[src/logic/pdsb_pkg.sv]
// Constants, offsets and event carriers for the PD status and interrupt bank.
// Assumes a single 50 MHz clock domain shared with the register port.
package pdsb_pkg;
  ////////////////////////////////////////////////////////////////////////////
  // Register offsets
  localparam logic [7:0] PDSB_MASK_A_OFS = 8'h0E;
  localparam logic [7:0] PDSB_MASK_B_OFS = 8'h0F;
  localparam logic [7:0] PDSB_STATUS_A_OFS = 8'h3C;
  localparam logic [7:0] PDSB_TOGGLE_SOP_OFS = 8'h3D;
  localparam logic [7:0] PDSB_EVENT_IRQ_OFS = 8'h3E;
  localparam logic [7:0] PDSB_ACK_IRQ_OFS = 8'h3F;
  // Reset values
  localparam logic [7:0] PDSB_REG_RESET = 8'h00;
  localparam logic [3:0] PDSB_PWR_RESET = 4'h0;
  localparam logic [2:0] PDSB_TOGGLE_RUNNING = 3'h0;
  // Status A field positions
  localparam int PDSB_SA_SOFT_FAIL = 5;
  localparam int PDSB_SA_RETRY_FAIL = 4;
  localparam int PDSB_SA_PWR_LO = 2;
  localparam int PDSB_SA_SOFT_RX = 1;
  localparam int PDSB_SA_HARD_RX = 0;
  // Toggle/SOP field positions
  localparam int PDSB_TS_TOGGLE_LO = 3;
  localparam int PDSB_TS_DPRIME_DBG = 2;
  localparam int PDSB_TS_PRIME_DBG = 1;
  localparam int PDSB_TS_PLAIN_SOP = 0;
  // Event interrupt bit positions
  localparam int PDSB_IRQ_OCP_TEMP = 7;
  localparam int PDSB_IRQ_TOGGLE = 6;
  localparam int PDSB_IRQ_SOFT_FAIL = 5;
  localparam int PDSB_IRQ_RETRY_FAIL = 4;
  localparam int PDSB_IRQ_HARD_SENT = 3;
  localparam int PDSB_IRQ_ACKED = 2;
  localparam int PDSB_IRQ_SOFT_RX = 1;
  localparam int PDSB_IRQ_HARD_RX = 0;
  localparam int PDSB_IRQ_ACK_SENT = 0;

  // Start-of-packet types of a packet written into the receive FIFO
  typedef enum logic [1:0] {
    PDSB_SOP_PLAIN,
    PDSB_SOP_PRIME_DBG,
    PDSB_SOP_DPRIME_DBG,
    PDSB_SOP_OTHER
  } pdsb_sop_e;

  // One-cycle event strobes from transmitter, receiver and toggle engine
  typedef struct packed {
    logic tx_start_cmd;
    logic transmitter_on_cmd;
    logic hard_reset_send_cmd;
    logic soft_reset_failed;
    logic retries_exhausted;
    logic hard_reset_sent;
    logic packet_acked;
    logic soft_reset_received;
    logic hard_reset_received;
    logic ack_sent;
    logic overcurrent;
    logic overtemp;
    logic toggle_finished;
    logic rx_packet_stored;
  } pdsb_events_s;
endpackage : pdsb_pkg

[src/logic/pdsb_bank.sv]
// Secondary status and interrupt register bank of a Type-C / PD port controller.
// Assumes event strobes and the register port are synchronous to clock_in.
// Summary of operation
// - Soft-reset-failure status bit 5 sets on failure, clears on transmit commands.
// - Retry-failure status bit 4 sets on exhausted retries, clears on transmit commands.
// - Status bits 3:2 mirror the internal power request for the top enables.
// - Effective power is the larger of software enables and internal-request value.
// - Status bit 1 sets when a received packet is a soft reset.
// - Status bit 0 sets when a hard reset ordered set is received.
// - Bits 5:3 carry the toggle result code from the toggle engine.
// - Bits 2:0 flag the start-of-packet type of the last stored packet.
// - Interrupt bit 7 on VCONN over-current or over-temperature.
// - Interrupt bit 6 when toggling stops on an attach.
// - Interrupt bit 5 when automatic soft resets all failed.
// - Interrupt bit 4 when automatic retries all failed.
// - Interrupt bit 3 after a hard reset was sent.
// - Interrupt bit 2 when a sent packet got GoodCRC.
// - Interrupt bit 1 when a soft reset packet was received.
// - Interrupt bit 0 of the first register on received hard reset.
// - Second interrupt register bit 0 after sending a GoodCRC.
// - Enable makes retry failure request an automatic soft reset.
// - Mask bit at one keeps its interrupt from the host.
`timescale 1ns/100ps
module pdsb_bank (
  // Clock and reset
  input wire logic clock_in,
  input wire logic rst_b_in,
  // Register port
  input wire logic [7:0] reg_addr_in,
  input wire logic reg_rd_in,
  input wire logic reg_wr_in,
  input wire logic [7:0] reg_wdata_in,
  output logic [7:0] reg_rdata_out,
  // Event strobes and levels from the PD engines
  input wire pdsb_pkg::pdsb_events_s events_in,
  input wire pdsb_pkg::pdsb_sop_e rx_sop_type_in,
  input wire logic [2:0] toggle_result_code_in,
  input wire logic [1:0] internal_power_request_in,
  input wire logic [3:0] power_enables_in,
  input wire logic auto_soft_reset_enable_in,
  // Outputs to the PD engines and host
  output logic [3:0] effective_power_out,
  output logic auto_soft_reset_req_out,
  output logic irq_pending_out
);
  import pdsb_pkg::*;

  ////////////////////////////////////////////////////////////////////////////
  // State
  logic soft_fail_q;
  logic retry_fail_q;
  logic soft_rx_q;
  logic hard_rx_q;
  logic [2:0] sop_flags_q;
  logic [7:0] event_irq_q;
  logic ack_irq_q;
  logic [7:0] mask_a_q;
  logic mask_b_q;
  logic [7:0] rdata_q;
  logic [3:0] power_q;
  logic auto_req_q;
  logic irq_q;

  ////////////////////////////////////////////////////////////////////////////
  // Address decode
  function automatic logic hit(input logic [7:0] addr, input logic [7:0] ofs);
    hit = (addr == ofs);
  endfunction : hit

  wire rd_event_irq = reg_rd_in && hit(reg_addr_in, PDSB_EVENT_IRQ_OFS);
  wire rd_ack_irq = reg_rd_in && hit(reg_addr_in, PDSB_ACK_IRQ_OFS);
  wire wr_mask_a = reg_wr_in && hit(reg_addr_in, PDSB_MASK_A_OFS);
  wire wr_mask_b = reg_wr_in && hit(reg_addr_in, PDSB_MASK_B_OFS);

  // Any transmit command clears the two failure flags
  wire tx_cmd = events_in.tx_start_cmd || events_in.transmitter_on_cmd ||
                events_in.hard_reset_send_cmd;

  // Power state: compare software enables with internal-request form
  wire [3:0] internal_form = {internal_power_request_in, power_enables_in[1:0]};
  wire [3:0] power_d = (power_enables_in > internal_form) ?
                       power_enables_in : internal_form;

  // Start-of-packet flags for the packet just stored
  wire [2:0] sop_d = {rx_sop_type_in == PDSB_SOP_DPRIME_DBG,
                      rx_sop_type_in == PDSB_SOP_PRIME_DBG,
                      rx_sop_type_in == PDSB_SOP_PLAIN};

  // Event interrupt sources
  logic [7:0] event_set;
  always_comb begin
    event_set = 8'h00;
    event_set[PDSB_IRQ_OCP_TEMP] = events_in.overcurrent || events_in.overtemp;
    event_set[PDSB_IRQ_TOGGLE] = events_in.toggle_finished;
    event_set[PDSB_IRQ_SOFT_FAIL] = events_in.soft_reset_failed;
    event_set[PDSB_IRQ_RETRY_FAIL] = events_in.retries_exhausted;
    event_set[PDSB_IRQ_HARD_SENT] = events_in.hard_reset_sent;
    event_set[PDSB_IRQ_ACKED] = events_in.packet_acked;
    event_set[PDSB_IRQ_SOFT_RX] = events_in.soft_reset_received;
    event_set[PDSB_IRQ_HARD_RX] = events_in.hard_reset_received;
  end

  // Read-clear next values; a same-cycle event wins over the clear
  wire [7:0] event_irq_d = (rd_event_irq ? 8'h00 : event_irq_q) | event_set;
  wire ack_irq_d = (rd_ack_irq ? 1'b0 : ack_irq_q) || events_in.ack_sent;

  // Status register images, reserved bits zero
  wire [7:0] status_a = {2'b00, soft_fail_q, retry_fail_q, internal_power_request_in,
                         soft_rx_q, hard_rx_q};
  wire [7:0] toggle_sop = {2'b00, toggle_result_code_in, sop_flags_q};

  // Read data select
  logic [7:0] rdata_d;
  always_comb begin
    case (reg_addr_in)
      PDSB_MASK_A_OFS: rdata_d = mask_a_q;
      PDSB_MASK_B_OFS: rdata_d = {7'h00, mask_b_q};
      PDSB_STATUS_A_OFS: rdata_d = status_a;
      PDSB_TOGGLE_SOP_OFS: rdata_d = toggle_sop;
      PDSB_EVENT_IRQ_OFS: rdata_d = event_irq_q;
      PDSB_ACK_IRQ_OFS: rdata_d = {7'h00, ack_irq_q};
      default: rdata_d = 8'h00;
    endcase
  end

  // Unmasked pending interrupts reach the host line
  wire irq_d = |(event_irq_d & ~mask_a_q) || (ack_irq_d && !mask_b_q);

  ////////////////////////////////////////////////////////////////////////////
  // Failure status flags: failure sets, transmit command clears, set wins
  always_ff @(posedge clock_in) begin
    if (!rst_b_in) begin
      soft_fail_q <= 1'b0;
      retry_fail_q <= 1'b0;
    end else begin
      soft_fail_q <= events_in.soft_reset_failed || (soft_fail_q && !tx_cmd);
      retry_fail_q <= events_in.retries_exhausted || (retry_fail_q && !tx_cmd);
    end
  end

  // Received reset status flags, held until the next transmit command
  always_ff @(posedge clock_in) begin
    if (!rst_b_in) begin
      soft_rx_q <= 1'b0;
      hard_rx_q <= 1'b0;
    end else begin
      soft_rx_q <= events_in.soft_reset_received || (soft_rx_q && !tx_cmd);
      hard_rx_q <= events_in.hard_reset_received || (hard_rx_q && !tx_cmd);
    end
  end

  // Start-of-packet flags update per stored packet
  always_ff @(posedge clock_in) begin
    if (!rst_b_in) begin
      sop_flags_q <= 3'h0;
    end else if (events_in.rx_packet_stored) begin
      sop_flags_q <= sop_d;
    end
  end

  // Interrupt registers
  always_ff @(posedge clock_in) begin
    if (!rst_b_in) begin
      event_irq_q <= PDSB_REG_RESET;
      ack_irq_q <= 1'b0;
    end else begin
      event_irq_q <= event_irq_d;
      ack_irq_q <= ack_irq_d;
    end
  end

  // Mask registers, host writable
  always_ff @(posedge clock_in) begin
    if (!rst_b_in) begin
      mask_a_q <= PDSB_REG_RESET;
      mask_b_q <= 1'b0;
    end else begin
      if (wr_mask_a) begin
        mask_a_q <= reg_wdata_in;
      end
      if (wr_mask_b) begin
        mask_b_q <= reg_wdata_in[0];
      end
    end
  end

  // Read data, power state, auto soft reset request and interrupt line
  always_ff @(posedge clock_in) begin
    if (!rst_b_in) begin
      rdata_q <= PDSB_REG_RESET;
      power_q <= PDSB_PWR_RESET;
      auto_req_q <= 1'b0;
      irq_q <= 1'b0;
    end else begin
      rdata_q <= reg_rd_in ? rdata_d : 8'h00;
      power_q <= power_d;
      auto_req_q <= events_in.retries_exhausted && auto_soft_reset_enable_in;
      irq_q <= irq_d;
    end
  end

  ////////////////////////////////////////////////////////////////////////////
  // Outputs
  assign reg_rdata_out = rdata_q;
  assign effective_power_out = power_q;
  assign auto_soft_reset_req_out = auto_req_q;
  assign irq_pending_out = irq_q;
endmodule : pdsb_bank

[config.mk]
export PLATFORM = sky130hd
export DESIGN_NAME = pdsb_bank
export DESIGN_NICKNAME = d
export VERILOG_FILES = /design/src/logic/pdsb_pkg.sv /design/src/logic/pdsb_bank.sv
export SDC_FILE = /design/constraint.sdc
export NUM_CORES = 1
export LEC_CHECK = 0
export ABC_CLOCK_PERIOD_IN_PS = 2600
export BUFFER_PORTS_ARGS = -buffer_cell sky130_fd_sc_hd__buf_2
export CORE_MARGIN = 2
export CORE_UTILIZATION = 53
export DETAILED_ROUTE_END_ITERATION = 10
export GPL_TIMING_DRIVEN = 0
export PLACE_DENSITY = 0.83
export SLEW_MARGIN = 20
export SYNTH_ARGS = -nofsm -noshare
export SYNTH_HDL_FRONTEND = slang
export SYNTH_SLANG_ARGS = --single-unit
[constraint.sdc]
create_clock -name clock_in -period 2.6 [get_ports clock_in]
set_clock_uncertainty 0.2 [all_clocks]
set_input_delay 0.26 -clock clock_in [delete_from_list [all_inputs] [get_ports clock_in]]
set_output_delay 0.26 -clock clock_in [all_outputs]
set_load 0.02 [all_outputs]
==> impl_results.md, run 1 <==
- Worst skew pair latency: roughly 350 ps
- Die W: around 62 microns
- Rel. slew slack: 0.668
- Synth Area in Adders: 0.0211
- Final min period: about 2100 ps
- Status: finished clean
- VDD IR max: approximately 0.00046 V
- Nets: 337
- Row count: 21
- Synthesized area per cell: between 9 and 10 sq um
- Ant diodes: 0
- WL/cell: between 10 and 15 microns
- CP Class: in2reg
- Most frequent cells in the layout: 59 x buf_2, 39 x dfxtp_1, 32 x dlygate4sd3_1
- Non-Filler Instances: about 340
- Compound-gate portion of the synthesized area: 0.199
- Utilization after layout: 0.772
- Post-synthesis mux area share: 0.0689
- Global route overflow: 0
- Largest delay contributor family on the critical path: buffers and inverters
- Unrepaired setup endpoints after global routing: no
- Startpoint class of the critical path: input pin
- Vias in the first global route: 1738
- HPWL Detailed: roughly 3100 microns
- Die area: 3840 sq um
- Largest net degree at the start of global routing: 13
- Post-synthesis xor/xnor area fraction: 0
- R2R setup slack: about 810 ps
- First-pass GRT wire length: ~7600 microns
- Slew @ Worst Pin: 497 ps
- Placer's final routability congestion estimate: between 0.8 and 0.9
- PD cells: approximately 490 nW/um^2
- Root buffer cell: clkbuf_4
- Leak: around 1.1 nW
- CTS max path bufs: 2
- Vias per cell: roughly 5.2
- Seq/Total Area, Yosys: 0.439
- Setup TNS: 0 ps
- Pre-antenna DRT Iters: 4
- Hold Crit Class: in2reg
- Worst EP required: 2640 ps
- Max Clk Rate: roughly 470 MHz
- Setup violators final: 0
- Buf+Inv Stages, Crit Path: 4
- Max Cap Violations: 0
- Clock Pin Slew Worst Setup and Hold Paths: ~110 ps
- Period utilization: 0.822
- Commonest non-fill, non-tap cell in the layout: buf_2
- Count of cell types in the netlist: 47
- Mapped cell area: ~1800 sq um
- ANT nets after route: 0
- Max stage delay on crit path: 550 ps
- Residual DRC: 0
- FF+latch count, synth: 39
- Vias: 1757
- Max Slew Vio Count: 0
- CTS Sinks: 39
- Initial Util: 0.542
- Synthesis-to-finish area growth: 42.4%
- TritonCTS Buffers: 5
- IO Pins: 60
- Syn_nets: 240
- CP max-delay cell: dlygate4sd3_1
- Final hold slack: 8.97 ps
- CP Cell Sequence: dlygate4sd3_1 > buf_2 > and4b_1 > buf_2 > a31oi_1 > o21a_1 > dlygate4sd3_1
- Initial antenna violation count: 0
- GRT Total Usage: 0.272
- Final Hold Fails: 0
- Arrival @ worst endpoint: 2180 ps
- H-Tree Depth: 2
- Starting DRT DRC Count: between 70 and 80
- CTS tree: built
- Syn Inst Count: 191
- Core ar.: about 3300 sq um
- Max Fanout on Critical Path: 8
- Largest family of logic cells by synthesized area: simple AND/OR/NAND/NOR gates
- Port Buffer Count: between 50 and 60
- Fraction of layout cells with a size suffix above 1: 0.304
- Routed WL: between 4000 and 5000 microns
- Critical Path End Type: flip-flop
- YS warnings: 0
- Placed cell count: about 300
- Die extent in y: 62.0 microns
- Synth Area in Simple Gates: 0.217
==> where the power goes <==
| group | internal, mW | switching [mW] | total [mW] |
|---|---|---|---|
| sequential | 0.618 | 0.0114 | 0.630 |
| combinational | 0.0937 | 0.0813 | 0.175 |
| clock | 0.227 | 0.204 | 0.432 |
==> registers in the layout, indices dropped and copies added, names as in the netlist <==
name,flops
mask_a_q,8
effective_power_out,4
sop_flags_q,3
soft_fail_q,1
retry_fail_q,1
auto_soft_reset_req_out,1
soft_rx_q,1
event_irq_q,8
hard_rx_q,1
ack_irq_q,1
mask_b_q,1
reg_rdata_out,8
irq_pending_out,1
==> through the flow <==
step / worst slack (ps) / instance area [sq um] / total power [mW]
finish: 464 / 2530 / 1.24
global route: 391 / 2530 / 1.29
CTS: 513 / 2530 / 1.24
detailed placement: 823 / 2130 / 0.778
global placement: 865 / 2130 / 0.774
floorplan: 1110 / 1780 / 0.711
==> cell families after synthesis <==
logic type / after synthesis
compound gates: 51
fa+ha+maj: 3
buf+inv: 19
flops: 39
mux: 11
simple gates: 68
==> layer usage <==
metal  part of all wire  global-route usage
met4              0.015               0.106
met3              0.064              0.0766
met5                  0                   0
met2               0.52               0.464
met1               0.40               0.322
==> worst register-to-register path, cell delays in order, from the launching register on <==
cell and delay, ps:
dfxtp_1 350, mux4_2 450, nand4_1 100, dlygate4sd3_1 560
a21oi_2 50
==> path summary, 6_finish.rpt <==
| check | startpoint | endpoint | cells past startpoint |
|---|---|---|---|
| max | reg_addr_in[3] | event_irq_q[0] | 7 |
| min | events_in[0] | sop_flags_q[0] | 3 |
| max reg2reg | sop_flags_q[0] | reg_rdata_out[0] | 4 |
| min reg2reg | soft_rx_q | reg_rdata_out[1] | 2 |
==> Yosys cell counts (all sizes together) <==
| cell | count | area (sq um) |
|---|---|---|
| a31oi | 1 | 6.26 |
| and4bb | 2 | 28.8 |
| a211oi | 1 | 7.51 |
| nand3 | 3 | 32.5 |
| and4b | 1 | 10.0 |
| nor4 | 1 | 12.5 |
| o21a | 2 | 15.0 |
| and3 | 2 | 13.8 |
| a22o | 5 | 43.8 |
| a2111oi | 1 | 8.76 |
| o21ai | 3 | 15.0 |
| o21bai | 2 | 15.0 |
| or3 | 1 | 6.26 |
| clkinv | 1 | 3.75 |
| nand2b | 3 | 18.8 |
| nor3 | 6 | 40.0 |
| a41oi | 2 | 17.5 |
| nor4b | 1 | 15.0 |
| dfxtp | 39 | 781 |
| mux2i | 10 | 100 |
| nor2 | 29 | 109 |
| o22ai | 3 | 18.8 |
| or2b | 1 | 8.76 |
| a22oi | 7 | 52.6 |
| mux4 | 1 | 22.5 |
| nor3b | 1 | 7.51 |
| a21oi | 21 | 128 |
| ha | 3 | 37.5 |
| nand3b | 2 | 15.0 |
| o41ai | 1 | 8.76 |
| nand2 | 10 | 37.5 |
| and2 | 2 | 12.5 |
| clkbuf | 2 | 7.51 |
| nand4 | 2 | 12.5 |
| o221ai | 2 | 17.5 |
| nor2b | 1 | 6.26 |
| buf | 5 | 46.3 |
| inv | 11 | 41.3 |
==> layout make-up <==
cell class,count,area [sq um]
clock inverter,2,35.0
tap,46,57.6
timing repair buffer,90,611
inverter,12,45.0
sequential,39,781
multi-input combinational,133,901
fill,228,749
buffer,7,53.8
clock buffer,6,51.3
==> what timing repair did <==
action,in CTS,in global routing
setup buffers,0,0
resized for setup,0,0
hold buffers,32,0
hold endpoints to repair,30,0
Power figures use the tool's default switching activity.
==> run 2, diff against run 1 <==
Settings changed: ABC_CLOCK_PERIOD_IN_PS 2600 to 2200, CORE_UTILIZATION 53 to 49, PLACE_DENSITY 0.83 to 0.78.
Clock period 2.6 ns to 2.2 ns, I/O delays scaled along.
==> run 2 against run 1 <==
  * The flow now finishes with violations (hold timing)
  * Count of clock-buffer cells in the layout rose by 1
  * First-iteration DRC count rose by 7.9%
  * Critical endpoint unchanged
  * Total power rose by 5.2%
  * Wire length fell by 1.9%
  * Via count fell by 1.4%
  * Die area rose by 7.6%
  * Highest routed layer unchanged
  * Worst hold slack got worse by 9.3 ps
  * Critical path depth did not move
  * Combinational power rose by 20%
  * Critical path type unchanged
==> impl_results.md, run 2 (synthesized netlist as in run 1, its figures left out) <==
- Status: complete, but fails checks
- Failing checks: hold timing
- Max Clk Rate: 472 MHz
- Port Buffer Count: 58
- Worst skew pair latency: between 300 and 400 ps
- Vias per cell: just over 5
- H-Tree Depth: 2
- CP max-delay cell: dlygate4sd3_1
- CTS max path bufs: 2
- Max stage delay on crit path: between 500 and 600 ps
- End of the critical path: event_irq_q[0]
- Busiest grt layer: met2
- CTS tree: built
- Final hold slack: -0.344 ps
- Largest net degree at the start of global routing: 12
- Rel. slew slack: 0.661
- Max Cap Violations: 0
- GRT met2 Usage: 0.430
- Final Hold Fails: 1
- First-pass GRT wire length: about 7600 microns
- Global route overflow: 0
- Setup TNS: 0 ps
- Most frequent cells in the layout: 59 x buf_2, 39 x dfxtp_1, 36 x dlygate4sd3_1
- Nets: ~340
- Synthesis-to-finish area growth: 42.6%
- CP Cell Sequence: dlygate4sd3_1 > buf_2 > and4b_1 > buf_2 > a31oi_1 > o21a_1 > dlygate4sd3_1
- Starting DRT DRC Count: just over 80
- Worst EP required: around 2200 ps
- Max Fanout on Critical Path: 8
- Pre-antenna DRT Iters: 4
- Setup crit start: reg_addr_in[3]
- Slew @ Worst Pin: a little over 500 ps
- R2R depth: 4
- Setup violators final: 0
- TritonCTS Buffers: 5
- Post-CTS setup buffers: 0
- Core ar.: ~3400 sq um
- Unrepaired setup endpoints after global routing: no
- Die area: roughly 4100 sq um
- Leak: 1.14 nW
- Register area: between 700 and 800 sq um
- Utilization after layout: 0.743
- Reg2reg start: sop_flags_q[0]
- Ant diodes: 0
- CTS Sinks: 39
- Worst r2r dst: reg_rdata_out[0]
- Residual DRC: 0
- Placer's final routability congestion estimate: between 0.8 and 0.9
- Clock Pin Slew Worst Setup and Hold Paths: around 110 ps
- Final min period: 2120 ps
- Period utilization: 0.963
- Hold Crit Class: in2reg
- HPWL Detailed: around 3100 microns
- Initial antenna violation count: 0
- Routed WL: approximately 4500 microns
- Multi-input gate area: approximately 900 sq um
- IO Pins: 60
- Filler cells: 252
- Global routing met3 resource utilization: 0.0493
- Startpoint class of the critical path: input pin
- ANT nets after route: 0
- Row count: 21
- WL/cell: between 10 and 15 microns
- Die W: between 60 and 70 microns
- Root buffer cell: clkbuf_4
- Die extent in y: 64.3 microns
- PD cells: a little over 500 nW/um^2
- Met1 Usage GRT: 0.281
- Critical Path End Type: flip-flop
- Fraction of layout cells with a size suffix above 1: 0.294
- Vias: ~1700
- Cts repair resizes: 0
- CP Class: in2reg
- R2R setup slack: ~380 ps
- Hold Buf Count CTS: 36
- Commonest non-fill, non-tap cell in the layout: buf_2
- VDD IR max: about 0.00045 V
- GRT Total Usage: 0.238
- Vias in the first global route: ~1700
- Initial Util: 0.521
- Max Slew Vio Count: 0
- Arrival @ worst endpoint: 2150 ps
## run 2: cell count changes in the layout (fill, tap and decap cells not counted), sizes merged
cell	previous run	this run
bufinv	1	0
dlygate4sd3	32	36
clkbuf	8	9
## run 2: metal layers
metal | routed length [microns] | share of wire
met2 | 2230 | 0.50
met5 | 0 | 0
met4 | 85 | 0.019
met3 | 247 | 0.055
met1 | 1920 | 0.43
## run 2: worst min-delay path by stage
stage	slack (ps)	start	to	cells past startpoint
finish	-0.3	reg_addr_in[0]	reg_rdata_out[6]	3
global route	6	reg_addr_in[0]	reg_rdata_out[6]	3
CTS	0.2	reg_addr_in[0]	reg_rdata_out[6]	3
detailed placement	230	power_enables_in[1]	effective_power_out[1]	2
global placement	230	power_enables_in[0]	effective_power_out[0]	2
floorplan	140	events_in[6]	event_irq_q[1]	2
## run 2: power by group
group / internal, mW / switching (mW)
clock network: 0.125 / 0.222
registers: 0.731 / 0.0135
logic: 0.115 / 0.0951
total: 0.970 / 0.330
## run 2: stage by stage
stage	instances	total power, mW	hold WS [ps]	worst slack, ps	cell area (sq um)
floorplan	191	0.841	137	747	1780
global placement	295	0.915	228	516	2130
detailed placement	295	0.919	231	424	2130
CTS	339	1.30	0.249	102	2540
global route	339	1.36	5.82	13.4	2540
finish	339	1.30	-0.344	81.3	2540
## run 2: final cells by class
cell class              instances  share of cell area
multi-input cells             133               0.355
flip-flops and latches         39               0.308
repair buffers                 94               0.256
well taps                      46              0.0227
plain buffers                   7              0.0212
clock buffers                   7              0.0177
inverters                      12              0.0177
clock inverters                 1             0.00197
## run 2: critical path: cells and delay by family
family / cells / cell delay, ps
buffers and inverters: 4 / 1420
and+or+nand+nor: 1 / 180
AOI/OAI and AO/OA: 2 / 320
==> run 3, diff against run 2 <==
--- a/config.mk
+++ b/config.mk
@@ -10,4 +10,5 @@
 export CORE_MARGIN = 2
 export CORE_UTILIZATION = 49
+export CTS_CLUSTER_DIAMETER = 40
 export DETAILED_ROUTE_END_ITERATION = 10
 export GPL_TIMING_DRIVEN = 0
==> constraint.sdc (replaced) <==
create_clock -name clock_in -period 2.2 [get_ports clock_in]
set_clock_uncertainty 0.2 [all_clocks]
set_input_delay 0.55 -clock clock_in [delete_from_list [all_inputs] [get_ports clock_in]]
set_output_delay 0.55 -clock clock_in [all_outputs]
set_load 0.02 [all_outputs]
==> run 3 against run 2 <==
  * The run now ends clean
  * Sequential cell count is the same
  * Via count shrank 9.5%
  * Cell count shrank 11%
  * First-iteration DRC count shrank 21%
  * Sequential share of layout area grew 5.1 points
  * Wire length shrank 12%
  * Global-route usage shrank 3.2 points
  * Sequential power is essentially flat
  * Largest cell class unchanged
  * Highest routed layer unchanged
==> impl_results.md, run 3 (synthesized netlist as in run 1, its figures left out) <==
- HPWL Detailed: 3140 microns
- Comb pwr share: 0.128
- CP Cell Sequence: buf_2 > inv_1 > ha_1 > nor3b_1 > a211oi_1 > a21oi_1 > a2111oi_0
- Psw: 320 uW
- Startpoint class of the critical path: input pin
- TritonCTS Buffers: 5
- Register area: 781 sq um
- Post-CTS setup buffers: 0
- Setup violators final: 0
- Placed cell count: around 300
- Worst Hold Launch: power_enables_in[1]
- Nets: just over 300
- H-Tree Depth: 2
- Hold Crit Depth: 2
- Cts repair resizes: 0
- Hold EP: effective_power_out[1]
- Starting DRT DRC Count: 65
- Final min period: around 1700 ps
- ANT nets after route: 0
- R2R depth: 4
- Unrepaired setup endpoints after global routing: no
- CP Class: in2reg
- CTS Sinks: 39
- Vias in the first global route: about 1400
- Sequential power share: 0.595
- Routed WL: 3940 microns
- WL/cell: roughly 13 microns
- First-pass GRT wire length: approximately 6600 microns
- Residual DRC: 0
- Overall Power: ~1.2 mW
- GRT Total Usage: 0.206
- Reg2reg start: event_irq_q[7]
- Fraction of layout cells with a size suffix above 1: 0.335
- Clk pwr share: 0.277
- Internal: about 930 uW
- Arrival @ worst endpoint: between 1500 and 2000 ps
- Initial antenna violation count: 0
- VDD IR max: ~0.00042 V
- CTS tree: built
- Global route overflow: 0
- Setup TNS: 0 ps
- Rel. slew slack: 0.666
- Vias per cell: roughly 5.2
- Sw Ratio: 0.256
- Slew @ Worst Pin: 497 ps
- Synthesis-to-finish area growth: 22.3%
- Largest net degree at the start of global routing: 12
- Worst r2r dst: irq_pending_out
- Placer's final routability congestion estimate: a little under 0.9
- Hold Crit Class: in2reg
- Multi-input gate area: 901 sq um
- Period utilization: 0.793
- Worst skew pair latency: around 330 ps
- Filler cells: roughly 320
- Vias: about 1600
- R2R setup slack: approximately 650 ps
- CP max-delay cell: a2111oi_0
- Port Buffer Count: 58
- Die area: approximately 4100 sq um
- Ant diodes: 0
- Die extent in y: roughly 64 microns
- Initial Util: 0.521
- Hold Buf Count CTS: 0
- Worst EP required: between 2000 and 2500 ps
- Max Cap Violations: 0
- Critical Path End Type: flip-flop
- Pre-antenna DRT Iters: 4
- Row count: 21
- Final Hold Fails: 0
- Commonest non-fill, non-tap cell in the layout: buf_2
- IO Pins: 60
- Max Fanout on Critical Path: 3
- Leak: 0.989 nW
- Most frequent cells in the layout: 59 x buf_2, 39 x dfxtp_1, 29 x nor2_1
- Clock Pin Slew Worst Setup and Hold Paths: about 110 ps
- Die W: 64.3 microns
- Non-Filler Instances: just over 300
- PD cells: approximately 570 nW/um^2
- Max Slew Vio Count: 0
- Max stage delay on crit path: 390 ps
- Root buffer cell: clkbuf_4
- CTS max path bufs: 2
- Max Clk Rate: 573 MHz
- Core ar.: approximately 3400 sq um
- Status: finished clean
## run 3: final cells by class
cell class                 instances  share of cell area
multi-input combinational        133               0.414
sequential                        39               0.358
timing repair buffer              58               0.133
tap                               46              0.0264
buffer                             7              0.0247
clock buffer                       7              0.0207
inverter                          12              0.0207
clock inverter                     1             0.00230
## run 3: critical path: cells and delay by family
| family | cells | cell delay, ps |
|---|---|---|
| compound gates | 3 | 660 |
| fa+ha+maj | 1 | 310 |
| buf+inv | 2 | 170 |
| simple gates | 1 | 60 |
## run 3: per-layer routing
layer | wire [microns] | track usage
met5 | 0 | 0
met3 | 234 | 0.0475
met1 | 1790 | 0.267
met2 | 1870 | 0.341
met4 | 40 | 0.0638
## run 3: metrics by stage
step | area [sq um] | util | worst slack (ps) | hold slack [ps]
6_report | 2180 | 0.638 | 456 | 215
5_1_grt | 2180 | 0.638 | 291 | 220
4_1_cts | 2180 | 0.638 | 452 | 211
3_5_place_dp | 2130 | 0.623 | 93.8 | 257
3_3_place_gp | 2130 | 0.623 | 186 | 255
2_1_floorplan | 1780 | - | 417 | 241
## run 3: how the worst max path moves through the flow
stage | startpoint | endpoint | slack (ps) | cells after the start
after floorplan | reg_addr_in[6] | reg_rdata_out[6] | 420 | 5
after global placement | internal_power_request_in[0] | effective_power_out[2] | 190 | 7
after detailed placement | internal_power_request_in[0] | effective_power_out[2] | 90 | 7
after CTS | internal_power_request_in[0] | effective_power_out[2] | 450 | 7
after global routing | internal_power_request_in[0] | effective_power_out[2] | 290 | 7
final | internal_power_request_in[0] | effective_power_out[2] | 460 | 7
## run 3: power groups by stage
stage	Sequential [mW]	Clock, mW	Combinational (mW)
after CTS	0.744	0.354	0.160
after global routing	0.747	0.384	0.179
after global placement	0.759	0	0.156
after detailed placement	0.760	0	0.159
after floorplan	0.765	0	0.0754
final	0.744	0.346	0.160
